`src/include/rlg_consts.svh`:
```
// offsets, field positions, reset values and scale factors of the reference and gain block
// assumes inclusion by bare name from the design file and the testbench
`ifndef RLG_CONSTS_SVH
`define RLG_CONSTS_SVH

// register offsets
`define RLG_OFS_ENABLE 8'h00
`define RLG_OFS_REF_CODE 8'h01
`define RLG_OFS_CONFIG 8'h03
`define RLG_OFS_GAIN 8'h08

// field positions
`define RLG_EN_BIT 0
`define RLG_HALF_BIT 4
`define RLG_FREQ_MSB 2
`define RLG_GAIN_MSB 2

// reset values
`define RLG_EN_RST 1'b1
`define RLG_REF_CODE_RST 8'h32
`define RLG_HALF_RST 1'b0
`define RLG_FREQ_RST 3'h0
`define RLG_GAIN_RST 3'h5

// reference scaling in millivolts
`define RLG_STEP_MV 12'h00a
`define RLG_HALF_MV 12'h005
`define RLG_REF_RST_MV 12'h1f4
`define RLG_CODE_MIN 8'h0a

// amplifier transconductance table, microsiemens
`define RLG_GM_0 10'h057
`define RLG_GM_1 10'h064
`define RLG_GM_2 10'h075
`define RLG_GM_3 10'h14d
`define RLG_GM_4 10'h190
`define RLG_GM_5 10'h1f4
`define RLG_GM_6 10'h29b
`define RLG_GM_7 10'h3e8

`endif

```
`src/include/rlg_pkg.sv`:
```
// types shared by the reference and gain configuration block
// assumes rlg_consts.svh is on the include path
`default_nettype none
package rlg_pkg;

    // switch pattern mode
    typedef enum logic [1:0] {
        RLG_MODE_OFF = 2'b00,
        RLG_MODE_BUCK = 2'b01,
        RLG_MODE_BOOST = 2'b10
    } rlg_mode_e;

    // whole state of the block
    typedef struct packed {
        logic en_reg;
        logic [7:0] ref_code;
        logic half_step;
        logic [2:0] freq_sel;
        logic [2:0] gain_sel;
        logic [7:0] rdata;
        logic rvalid;
        logic [11:0] ref_mv;
        logic [9:0] gm_us;
        logic code_reserved;
        logic conv_en;
        rlg_mode_e mode;
        logic [3:0] sw;
    } rlg_state_s;

endpackage

`default_nettype wire

```
`src/rtl/rlg_core.sv`:
```
// reference code, amplifier gain and buck/boost switch pattern configuration
// assumes a serial front end delivers completed register writes and reads as strobes
//
// Contract
// after reset the reference is 500 mV, code 0x32, half-step clear.
// reference equals code times 10 mV, plus 5 mV when half-step set.
// span 100 mV at 0x0A to 2550/2555 mV at 0xFF; 0x00-0x09 reserved.
// host should not program codes below 0x0A; disable instead for zero.
// converter off when enable pin low or enable register cleared.
// three gain bits select 87 to 1000 microsiemens per fixed table.
// after reset the gain selection is 101, 500 microsiemens.
// loop level above midpoint: boost, switch1 on, switch2 off, 3/4 alternate.
// loop level below midpoint: buck, switch4 on, switch3 off, 1/2 alternate.
// completed write to code or half-step updates the stored target at once.
`timescale 1ns/1ps
`default_nettype none
`include "rlg_consts.svh"

module rlg_core (
    // clock and reset
    input wire logic clk_sys_i,
    input wire logic arst_n_i,
    // register port
    input wire logic reg_wr_i,
    input wire logic reg_rd_i,
    input wire logic [7:0] reg_addr_i,
    input wire logic [7:0] reg_wdata_i,
    output logic [7:0] reg_rdata_o,
    output logic reg_rvalid_o,
    // converter control inputs
    input wire logic enable_pin_i,
    input wire logic loop_above_mid_i,
    input wire logic pwm_phase_i,
    // configuration outputs
    output logic [11:0] ref_mv_o,
    output logic [7:0] ref_code_o,
    output logic ref_code_reserved_o,
    output logic [9:0] gm_us_o,
    output logic [2:0] gain_sel_o,
    output logic [2:0] freq_sel_o,
    output logic conv_en_o,
    output logic boost_mode_o,
    // switch gates
    output logic input_high_switch_o,
    output logic input_low_switch_o,
    output logic output_low_switch_o,
    output logic output_high_switch_o
);

    rlg_pkg::rlg_state_s st_ff;
    rlg_pkg::rlg_state_s nxt_st;

    // gain code to transconductance
    function automatic logic [9:0] gm_decode(input logic [2:0] sel);
        logic [9:0] gm;
        gm = `RLG_GM_0;
        case (sel)
            3'h0: gm = `RLG_GM_0;
            3'h1: gm = `RLG_GM_1;
            3'h2: gm = `RLG_GM_2;
            3'h3: gm = `RLG_GM_3;
            3'h4: gm = `RLG_GM_4;
            3'h5: gm = `RLG_GM_5;
            3'h6: gm = `RLG_GM_6;
            3'h7: gm = `RLG_GM_7;
            default: gm = `RLG_GM_0;
        endcase
        return gm;
    endfunction

    // next state: register writes, reads, decode and switch pattern
    always_comb begin
        logic [7:0] code;
        logic half;
        logic [2:0] gsel;
        logic en_now;
        code = 8'h00;
        half = 1'b0;
        gsel = 3'h0;
        en_now = 1'b0;
        nxt_st = st_ff;
        // register writes land this cycle
        if (reg_wr_i) begin
            case (reg_addr_i)
                `RLG_OFS_ENABLE: begin
                    nxt_st.en_reg = reg_wdata_i[`RLG_EN_BIT];
                end
                `RLG_OFS_REF_CODE: begin
                    nxt_st.ref_code = reg_wdata_i;
                end
                `RLG_OFS_CONFIG: begin
                    nxt_st.half_step = reg_wdata_i[`RLG_HALF_BIT];
                    nxt_st.freq_sel = reg_wdata_i[`RLG_FREQ_MSB:0];
                end
                `RLG_OFS_GAIN: begin
                    nxt_st.gain_sel = reg_wdata_i[`RLG_GAIN_MSB:0];
                end
                default: begin
                    nxt_st.en_reg = st_ff.en_reg; // unmapped writes are dropped
                end
            endcase
        end
        code = nxt_st.ref_code;
        half = nxt_st.half_step;
        gsel = nxt_st.gain_sel;
        // register reads answer one cycle later
        nxt_st.rvalid = reg_rd_i;
        nxt_st.rdata = 8'h00;
        if (reg_rd_i) begin
            case (reg_addr_i)
                `RLG_OFS_ENABLE: nxt_st.rdata = {7'h00, st_ff.en_reg};
                `RLG_OFS_REF_CODE: nxt_st.rdata = st_ff.ref_code;
                `RLG_OFS_CONFIG: nxt_st.rdata = {3'h0, st_ff.half_step, 1'b0, st_ff.freq_sel};
                `RLG_OFS_GAIN: nxt_st.rdata = {5'h00, st_ff.gain_sel};
                default: nxt_st.rdata = 8'h00;
            endcase
        end
        // reference in millivolts
        nxt_st.ref_mv = 12'({4'h0, code} * `RLG_STEP_MV) + (half ? `RLG_HALF_MV : 12'h000);
        nxt_st.code_reserved = (code < `RLG_CODE_MIN);
        nxt_st.gm_us = gm_decode(gsel);
        // converter enable from pin and register
        en_now = enable_pin_i & nxt_st.en_reg;
        nxt_st.conv_en = en_now;
        // switch pattern from loop level
        if (!en_now) begin
            nxt_st.mode = rlg_pkg::RLG_MODE_OFF;
            nxt_st.sw = 4'h0;
        end else if (loop_above_mid_i) begin
            nxt_st.mode = rlg_pkg::RLG_MODE_BOOST;
            nxt_st.sw = {~pwm_phase_i, pwm_phase_i, 1'b0, 1'b1};
        end else begin
            nxt_st.mode = rlg_pkg::RLG_MODE_BUCK;
            nxt_st.sw = {1'b1, 1'b0, ~pwm_phase_i, pwm_phase_i};
        end
    end

    // state register
    always_ff @(posedge clk_sys_i or negedge arst_n_i) begin
        if (!arst_n_i) begin
            st_ff.en_reg <= `RLG_EN_RST;
            st_ff.ref_code <= `RLG_REF_CODE_RST;
            st_ff.half_step <= `RLG_HALF_RST;
            st_ff.freq_sel <= `RLG_FREQ_RST;
            st_ff.gain_sel <= `RLG_GAIN_RST;
            st_ff.rdata <= 8'h00;
            st_ff.rvalid <= 1'b0;
            st_ff.ref_mv <= `RLG_REF_RST_MV;
            st_ff.gm_us <= `RLG_GM_5;
            st_ff.code_reserved <= 1'b0;
            st_ff.conv_en <= 1'b0;
            st_ff.mode <= rlg_pkg::RLG_MODE_OFF;
            st_ff.sw <= 4'h0;
        end else begin
            st_ff <= nxt_st;
        end
    end

    // outputs straight from the state register
    assign reg_rdata_o = st_ff.rdata;
    assign reg_rvalid_o = st_ff.rvalid;
    assign ref_mv_o = st_ff.ref_mv;
    assign ref_code_o = st_ff.ref_code;
    assign ref_code_reserved_o = st_ff.code_reserved;
    assign gm_us_o = st_ff.gm_us;
    assign gain_sel_o = st_ff.gain_sel;
    assign freq_sel_o = st_ff.freq_sel;
    assign conv_en_o = st_ff.conv_en;
    assign boost_mode_o = st_ff.mode[1]; // boost is the only mode code with bit 1 set
    assign input_high_switch_o = st_ff.sw[0];
    assign input_low_switch_o = st_ff.sw[1];
    assign output_low_switch_o = st_ff.sw[2];
    assign output_high_switch_o = st_ff.sw[3];
endmodule // rlg_core

`default_nettype wire

```
`config.mk`:
```
export PLATFORM = sky130hd
export DESIGN_NAME = rlg_core
export DESIGN_NICKNAME = d
export VERILOG_FILES = /design/src/include/rlg_pkg.sv /design/src/rtl/rlg_core.sv
export VERILOG_INCLUDE_DIRS = /design/src /design/src/include
export SDC_FILE = /design/constraint.sdc
export NUM_CORES = 1
export LEC_CHECK = 0
export ABC_AREA = 0
export BUFFER_PORTS_ARGS = -buffer_cell sky130_fd_sc_hd__clkbuf_2
export CAP_MARGIN = 20
export CELL_PAD_IN_SITES_DETAIL_PLACEMENT = 0
export CELL_PAD_IN_SITES_GLOBAL_PLACEMENT = 1
export CORE_ASPECT_RATIO = 1.2
export CORE_MARGIN = 1.5
export CORE_UTILIZATION = 40
export DETAILED_ROUTE_END_ITERATION = 10
export PLACE_DENSITY_LB_ADDON = 0.3
export REMOVE_ABC_BUFFERS = 1
export SETUP_SLACK_MARGIN = 0.4
export SLEW_MARGIN = 15
export SYNTH_ARGS = -nofsm -noshare
export SYNTH_HDL_FRONTEND = slang
export SYNTH_SLANG_ARGS = --single-unit
export TNS_END_PERCENT = 10
```
`constraint.sdc`:
```
create_clock -name clk_sys_i -period 3 [get_ports clk_sys_i]
set_input_delay 0.6 -clock clk_sys_i [delete_from_list [all_inputs] [get_ports clk_sys_i]]
set_output_delay 0.6 -clock clk_sys_i [all_outputs]
set_load 0.01 [all_outputs]
```
==> run summary, run 1 <==
met1 usage = 0.1834
CP max FO = 4
clock skew = 0.006101 ns
P_leak = 1.914 nW
YS warnings = 0
Clk Latency, worst-skew pair = 0.30 ns
count of non-filler cells in the finished layout = 427
Area after DPL = 0.003354 mm²
count leader, synth = buf_4
clock-pin slew on the worst setup and hold paths = 0.08 ns
critical path type = input port to flop
Post-synth ARST share = 1.000
initial drt markers = 65
Die Span X = 79.92 µm
sequential cell area = 0.001297 mm²
busiest grt layer = met2
maximum capacitance violations = 0
register area share after synthesis = 0.4568
Pwr Density = 378.0 mW/mm²
CTS Buffer Depth = 2
CTS tree = built
total track usage = 0.1523
GRT overflow = 0
DIE AREA = 0.007617 mm²
reg2reg path depth = 9
Cells after Synth = 254
H-tree depth reported by CTS = 2
DR pass1 iterations = 4
DP Wirelength = 4275 µm
CTS Buf Count = 5
met3 Track Usage GR = 0.02871
Worst EP arrival = 3.30 ns
met2 Usage GRT = 0.2703
Synth top cells by count = 45 x buf_4, 34 x dfrtp_1, 19 x nor2_1, 17 x dfstp_2, 15 x ha_1
failing checks = setup timing
Die Y = 95.31 µm
Synth cell types = 43
Final Worst Setup Slack = -0.1139 ns
vias post-DR = 2002
final hold violations = 0
Final period util = 1.038
routability cong. = 0.8351
CTS Sinks = 51
Post-Syn Area per Cell = 11.18 µm²
CP Launch Point = reg_addr_i[2]
filler cell count = 657
Mapped Area = 0.002840 mm²
Req. time, crit path = 3.18 ns
Slew Viols, Final = 0
Main synth FF type = dfrtp_1
site row count = 33
post-route standard cell area excluding fillers = 0.003628 mm²
Worst Max-Slew Pin Slew = 0.6314 ns
EDFF count, synth = 0
Remaining DRCs = 0
post-DR vias/cell = 4.689
core region area = 0.006854 mm²
detailed-route wire length = 5600 µm
Synth area leader = dfrtp_1
power after layout = 1.372 mW
status = finished with violations
initial antenna violation count = 0
dpl cells = 417
ranking of synthesized cells by area = dfrtp_1 30%, dfstp_2 16%, buf_4 12%, ha_1 6.6%, mux2_2 5.2%
Setup crit end kind = flop
multi-input logic area = 0.001323 mm²
FMAX = 0.3211 GHz
area share of the largest cell type after synthesis = 0.2996
global-route wire length before repair = 8914 µm
Routed Antenna Nets = 0
Initial Util = 0.4144
fin util = 0.5294
Post-layout nets = 378
largest net degree at the start of global routing = 52
Slew HR = 0.5790
diode count = 0
FF+latch count, synth = 51
Worst setup SP type = input port
Hold/Removal Path Class = input port to async pin
worst vdd ir = 230.5 µV
worst r2r src = ref_mv_o[1]
Clock Root Buffer = clkbuf_8
I/O Pins = 75
Area Growth Syn to Fin = 27.75%
routed wire length per instance = 13.11 µm
RSZ-0062 raised after global routing = yes
number of port buffers = 74
fraction of layout cells with a size suffix above 1 = 0.5735
final setup violation count = 4
vias in the first global route = 1897
Final Hold Slack = 0.4007 ns
CTS Hold Bufs = 0
min Tclk post-route = 3.114 ns
==> worst paths after layout <==
kind,end,slack (ns)
setup / recovery,ref_mv_o[10],-0.11
hold / removal,ref_mv_o[3],0.40
setup reg to reg,ref_mv_o[10],0.50
hold reg to reg,freq_sel_o[2],0.55
max in group asynchronous,ref_code_o[7],2.18
min in group clk_sys_i,reg_rvalid_o,0.45
==> routing by layer <==
| metal | routed length [µm] | share of wire |
|---|---|---|
| met5 | 0 | 0 |
| met4 | 79 | 0.014 |
| met3 | 230 | 0.041 |
| met2 | 2994 | 0.53 |
| met1 | 2296 | 0.41 |
==> final cells by class <==
class | count | area share
sequential | 51 | 0.3576
timing repair buffer | 125 | 0.2121
inverter | 12 | 0.01241
clock buffer | 6 | 0.02000
tap | 87 | 0.03000
multi-input combinational | 144 | 0.3645
clock inverter | 2 | 0.003448
==> flip-flops by register name (all words and copies together) (netlist names) <==
signal                cells
boost_mode_o              1
conv_en_o                 1
freq_sel_o                3
gain_sel_o                2
gm_us_o                  10
input_high_switch_o       1
input_low_switch_o        1
output_high_switch_o      1
output_low_switch_o       1
ref_code_o                7
ref_code_reserved_o       1
ref_mv_o                 12
reg_rdata_o               8
reg_rvalid_o              1
st_ff                     1
==> kinds of logic (layout without fill, tap and decap cells) <==
kind of cell | after synthesis | count (layout) | share of synthesized area
muxes | 25 | 25 | 0.09956
xor gates and xnor gates | 16 | 16 | 0.04934
DFF | 51 | 51 | 0.4568
adders and majority gates | 16 | 16 | 0.07313
and+or+nand+nor | 63 | 63 | 0.1278
AOI/OAI and AO/OA | 24 | 24 | 0.05595
buffers and inverters | 59 | 145 | 0.1374
==> metrics by stage <==
stage / setup WS [ns] / setup TNS, ns
2_1_floorplan: -0.7119 / -2.970
3_3_place_gp: -0.6194 / -2.720
3_5_place_dp: -0.6774 / -2.985
4_1_cts: -0.1338 / -0.4625
5_1_grt: -0.2684 / -0.9650
6_report: -0.1139 / -0.3457
==> layout by cell type, fill, tap and decap left out, types with 2 or more instances in the layout <==
master / netlist / layout
nor4_4: 1 / 2
nand4b_1: 2 / 2
nor3_1: 6 / 5
mux2i_4: 1 / 4
nor2b_1: 3 / 3
clkbuf_8: 0 / 5
nor2_1: 19 / 17
and3_1: 3 / 2
a21oi_1: 5 / 3
inv_1: 12 / 12
buf_4: 45 / 49
nand3_1: 5 / 3
a32oi_1: 2 / 2
mux2_2: 13 / 12
a211oi_1: 5 / 3
and2_1: 5 / 4
dfrtp_1: 34 / 34
nand2_1: 5 / 5
ha_1: 15 / 12
xor2_1: 11 / 10
nand2b_1: 3 / 3
clkbuf_2: 0 / 74
mux2i_2: 1 / 2
ha_2: 0 / 3
a211oi_2: 0 / 2
nand3_2: 1 / 3
o21ai_0: 5 / 3
mux2i_1: 10 / 6
xnor2_1: 5 / 4
dfstp_2: 17 / 17
==> critical path, stage by stage <==
cell and delay [ns]:
clkbuf_2 0.11, nor4_4 0.26, buf_4 0.16, nand4b_4 0.15, buf_6 0.17, mux2i_4 0.18, xor2_1 0.17, ha_2 0.20
fa_2 0.55, nand3_2 0.10, nor4b_2 0.26, buf_4 0.16, nand3_1 0.09, xnor2_1 0.13
==> power breakdown <==
group	total (mW)	switching, mW	internal (mW)
Combinational	0.246	0.128	0.118
Sequential	0.750	0.0182	0.731
Clock	0.376	0.213	0.163
==> repair_timing <==
action	CTS	global route
pin swaps	6	6
endpoints found under the hold margin	0	0
endpoints found under the setup margin	7	9
gates resized for setup	22	15
buffers inserted	2	0
(Power assumes the default switching activity.)
==> inputs of run 2 (changes only) <==
SKIP_LAST_GASP = 1   (was default)
clock period = 4 ns   (was 3 ns; I/O delays follow)
==> run 2 against run 1 <==
Net effect: the flow now finishes without violations; wire length is 0.11% higher; final area fell by 8.4%; via count decreased by 4.8%; largest cell class is now flip-flops and latches.
==> run summary, run 2 (synthesized netlist as in run 1, its figures left out) <==
status = finished clean
Worst Max-Slew Pin Slew = 0.9316 ns
diode count = 0
largest net degree at the start of global routing = 39
FMAX = 0.2874 GHz
number of port buffers = 74
post-DR vias/cell = 4.847
fraction of layout cells with a size suffix above 1 = 0.5065
DIE AREA = 0.007617 mm²
CTS Buf Count = 5
global-route wire length before repair = 8901 µm
Setup crit end kind = flop
Crit-path slowest cell = a221oi_2
H-tree depth reported by CTS = 2
Slew HR = 0.3789
routed wire length per instance = 14.26 µm
CP cell instances = clkbuf_2 > nor4_4 > buf_4 > nand4b_4 > mux2i_2 > buf_4 > buf_4 > xor2_2 > ha_1 > a211oi_2 > o21ai_1 > a221oi_2 > buf_4 > nand4b_1 > a22oi_1
Remaining DRCs = 0
detailed-route wire length = 5606 µm
filler cell count = 686
DP Wirelength = 4245 µm
site row count = 33
Clk Latency, worst-skew pair = 0.31 ns
hold path start = ref_code_o[7]
initial drt markers = 37
max reg flops = 12
clock skew = 0.008195 ns
Area Growth Syn to Fin = 17.00%
Pwr Density = 304.9 mW/mm²
final setup violation count = 0
Hold/Removal Path Class = flop to flop
Die Y = 95.31 µm
Req. time, crit path = 4.22 ns
critical path type = input port to flop
CTS Buffer Depth = 2
Final period util = 0.8697
core region area = 0.006854 mm²
Hold EP = reg_rdata_o[7]
vias post-DR = 1905
reg2reg path depth = 11
Clock Root Buffer = clkbuf_8
critical path buffer and inverter count = 5
worst vdd ir = 163.6 µV
total track usage = 0.1514
FF-to-FF End = ref_mv_o[11]
delay-heaviest family, CP = compound AO/OA/AOI/OAI gates
CP max stage delay = 0.31 ns
Initial Util = 0.4144
clock-pin slew on the worst setup and hold paths = 0.09 ns
vias in the first global route = 1852
sequential cell area = 0.001297 mm²
Reg2Reg Setup Slack = 1.36 ns
maximum capacitance violations = 0
Worst EP arrival = 3.70 ns
I/O Pins = 75
Post-layout nets = 344
commonest cells after routing, fill and taps aside = 74 x clkbuf_2, 34 x dfrtp_1, 19 x nor2_1
fin util = 0.4848
CP max FO = 6
Routed Antenna Nets = 0
initial antenna violation count = 0
P_leak = 1.718 nW
RSZ-0062 raised after global routing = no
CTS Sinks = 51
final hold violations = 0
commonest non-fill, non-tap cell in the layout = clkbuf_2
Slew Viols, Final = 0
Worst Hold Depth = 1
worst r2r src = ref_code_o[2]
routability cong. = 0.8266
DR pass1 iterations = 4
Die Span X = 79.92 µm
GRT overflow = 0
Final Worst Setup Slack = 0.5211 ns
Worst setup SP type = input port
multi-input logic area = 0.001289 mm²
most used cell along the critical path = buf_4
Place WS = -0.0005653 ns
CTS tree = built
TNS Setup = 0 ns
min Tclk post-route = 3.479 ns
run 2: cell types whose count changed in the layout (fill, tap and decap cells not counted), sizes merged:
cell	change
buf	-34
run 2: timing repair:
action                     in CTS  in global routing
setup endpoints to repair       2                  4
gates resized for setup         6                 21
hold buffers                    0                  0
pin swaps                       1                  5
buffers inserted                0                  3
run 2: cell type report:
cell class / instances / area share
Sequential cell: 51 / 0.3904
Multi-Input combinational cell: 144 / 0.3878
Timing Repair Buffer: 91 / 0.1498
Tap cell: 87 / 0.03276
Clock buffer: 6 / 0.02184
Inverter: 12 / 0.01355
Clock inverter: 2 / 0.003765
run 2: how the worst max path moves through the flow:
stage / from / endpoint / depth (start not counted)
6_report: reg_addr_i[2] / ref_mv_o[11] / 15
5_1_grt: reg_addr_i[2] / ref_mv_o[11] / 15
4_1_cts: reg_addr_i[2] / ref_mv_o[11] / 14
3_5_place_dp: reg_addr_i[2] / ref_mv_o[11] / 14
3_3_place_gp: reg_addr_i[2] / ref_mv_o[10] / 13
2_1_floorplan: reg_addr_i[2] / ref_mv_o[10] / 11
run 2: routing by layer:
metal,vias to the layer above,wire length (µm),global-route usage
met5,-,0,0
met1,938,2285,0.1844
li1,915,-,-
met3,7,221,0.02775
met2,45,3003,0.2626
met4,0,96,0.06034
run 2: report_power, final:
part / internal [mW] / switching [mW]
clock: 0.123 / 0.167
combinational: 0.0700 / 0.0923
sequential: 0.549 / 0.0131
run 2: per-stage QoR:
| step | instances | area (µm²) | hold slack, ns | power (mW) |
|---|---|---|---|---|
| finish | 393 | 3323 | 0.5437 | 1.013 |
| global route | 393 | 3323 | 0.5686 | 1.062 |
| CTS | 390 | 3201 | 0.5359 | 1.016 |
| floorplan | 207 | 2495 | 0.5044 | 0.6423 |
| detailed placement | 382 | 3079 | 0.5250 | 0.7227 |
| global placement | 382 | 3079 | 0.5169 | 0.7208 |
==> inputs of run 3 (changes only) <==
MAX_ROUTING_LAYER = met4   (was default)
==> run 3 against run 2 <==
Net effect: sequential power is essentially flat; via count grew 0.21%; fmax shrank 0.17%; critical path type unchanged; critical endpoint unchanged; highest routed layer unchanged.
==> run summary, run 3 (synthesized netlist as in run 1, its figures left out) <==
CP max stage delay = 0.31 ns
DIE AREA = 0.007617 mm²
DP Wirelength = 4245 µm
detailed-route wire length = 5595 µm
min Tclk post-route = 3.485 ns
Hold/Removal Path Class = flop to flop
busiest grt layer = met2
vias post-DR = 1909
most used cell along the critical path = buf_4
critical path type = input port to flop
initial antenna violation count = 0
CP max FO = 6
met2 Usage GRT = 0.2633
Pwr Density = 304.8 mW/mm²
Reg2Reg Setup Slack = 1.36 ns
CTS Sinks = 51
max reg flops = 12
power after layout = 1.013 mW
Die Span X = 79.92 µm
CTS Buffer Depth = 2
routability cong. = 0.8392
Req. time, crit path = 4.22 ns
commonest cells after routing, fill and taps aside = 74 x clkbuf_2, 34 x dfrtp_1, 19 x nor2_1
DR pass1 iterations = 4
CP cell instances = clkbuf_2 > nor4_4 > buf_4 > nand4b_4 > mux2i_2 > buf_4 > buf_4 > xor2_2 > ha_1 > a211oi_2 > o21ai_1 > a221oi_2 > buf_4 > nand4b_1 > a22oi_1
vias in the first global route = 1854
sequential share of power = 0.554
core region area = 0.006854 mm²
clock share of power = 0.286
status = finished clean
reg2reg path depth = 11
Slew HR = 0.3815
diode count = 0
Sw Pwr = 0.2720 mW
CTS tree = built
number of port buffers = 74
H-tree depth reported by CTS = 2
maximum capacitance violations = 0
met1 usage = 0.1838
CP Launch Point = reg_addr_i[2]
Clk Latency, worst-skew pair = 0.31 ns
filler cell count = 686
post-route standard cell area excluding fillers = 0.003323 mm²
met3 Track Usage GR = 0.02775
worst r2r src = ref_code_o[2]
Critical Path End = ref_mv_o[11]
worst vdd ir = 163.5 µV
Remaining DRCs = 0
FF-to-FF End = ref_mv_o[11]
Initial Util = 0.4144
Area Growth Syn to Fin = 17.00%
CTS Buf Count = 5
Area after DPL = 0.003079 mm²
GRT overflow = 0
Crit-path slowest cell = a221oi_2
site row count = 33
post-DR vias/cell = 4.858
delay-heaviest family, CP = compound AO/OA/AOI/OAI gates
initial drt markers = 38
Setup crit end kind = flop
commonest non-fill, non-tap cell in the layout = clkbuf_2
RSZ-0062 raised after global routing = no
Final Worst Setup Slack = 0.5151 ns
final setup violation count = 0
largest net degree at the start of global routing = 39
Place WS = -0.0005653 ns
Post-layout nets = 344
fraction of layout cells with a size suffix above 1 = 0.5065
Routed Antenna Nets = 0
Worst setup SP type = input port
Worst Max-Slew Pin Slew = 0.9278 ns
Clock Root Buffer = clkbuf_8
routed wire length per instance = 14.24 µm
total track usage = 0.1558
Worst EP arrival = 3.70 ns
critical path buffer and inverter count = 5
Sw Ratio = 0.2685
clock skew = 0.008196 ns
Gate power share = 0.160
CP Depth = 15
final hold violations = 0
internal power = 0.7410 mW
P_leak = 1.718 nW
Die Y = 95.31 µm
Slew Viols, Final = 0
clock-pin slew on the worst setup and hold paths = 0.09 ns
global-route wire length before repair = 8901 µm
Final period util = 0.8712
FMAX = 0.2870 GHz
I/O Pins = 75
## run 3: worst reg2reg max path, cell delays in order, from the launching register on
cell and delay [ns]:
dfrtp_1 0.43, mux2i_2 0.20, buf_4 0.15, buf_4 0.12, xor2_2 0.20, ha_1 0.29
a211oi_2 0.23, o21ai_1 0.16, a221oi_2 0.31, buf_4 0.17, nand4b_1 0.10, a22oi_1 0.20
## run 3: worst min-delay path by stage
stage	startpoint	endpoint	slack [ns]	depth (start not counted)
6_report	ref_code_o[7]	reg_rdata_o[7]	0.54	1
5_1_grt	freq_sel_o[2]	freq_sel_o[2]	0.57	1
4_1_cts	ref_code_o[5]	reg_rdata_o[5]	0.54	1
3_5_place_dp	freq_sel_o[2]	freq_sel_o[2]	0.52	1
3_3_place_gp	freq_sel_o[2]	freq_sel_o[2]	0.52	1
2_1_floorplan	arst_n_i	boost_mode_o	0.50	0
## run 3: power by group through the flow
stage	Sequential [mW]	Combinational [mW]	Clock, mW
detailed placement	0.571	0.152	0
finish	0.562	0.162	0.289
CTS	0.562	0.155	0.300
global route	0.564	0.180	0.318
floorplan	0.582	0.0601	0
global placement	0.571	0.150	0
## run 3: final cells by class
| class | count | area, µm² | area share |
|---|---|---|---|
| clock buffer | 6 | 72.57 | 0.02184 |
| clock inverter | 2 | 12.51 | 0.003765 |
| inverter | 12 | 45.04 | 0.01355 |
| multi-input combinational | 144 | 1289 | 0.3878 |
| sequential | 51 | 1297 | 0.3904 |
| tap | 87 | 108.9 | 0.03276 |
| timing repair buffer | 91 | 498.0 | 0.1498 |
## run 3: metal layers
metal	part of all wire	vias up
met2	0.53	47
met1	0.41	940
met5	0	-
met4	0.017	0
met3	0.040	7
li1	-	915
## run 3: metrics by stage
step / cells / setup TNS [ns] / hold WS, ns / util
final: 393 / 0 / 0.5439 / 0.4848
after floorplan: 207 / 0 / 0.5044 / -
after global placement: 382 / 0 / 0.5169 / 0.4493
after CTS: 390 / 0 / 0.5359 / 0.4670
after detailed placement: 382 / -0.0005653 / 0.5250 / 0.4493
after global routing: 393 / 0 / 0.5686 / 0.4848
## run 3: repair_timing
| action | in CTS | in global routing |
|---|---|---|
| setup buffers | 0 | 3 |
| resized for setup | 6 | 21 |
| setup endpoints to repair | 2 | 4 |
| pin swaps | 1 | 5 |
| hold buffers | 0 | 0 |
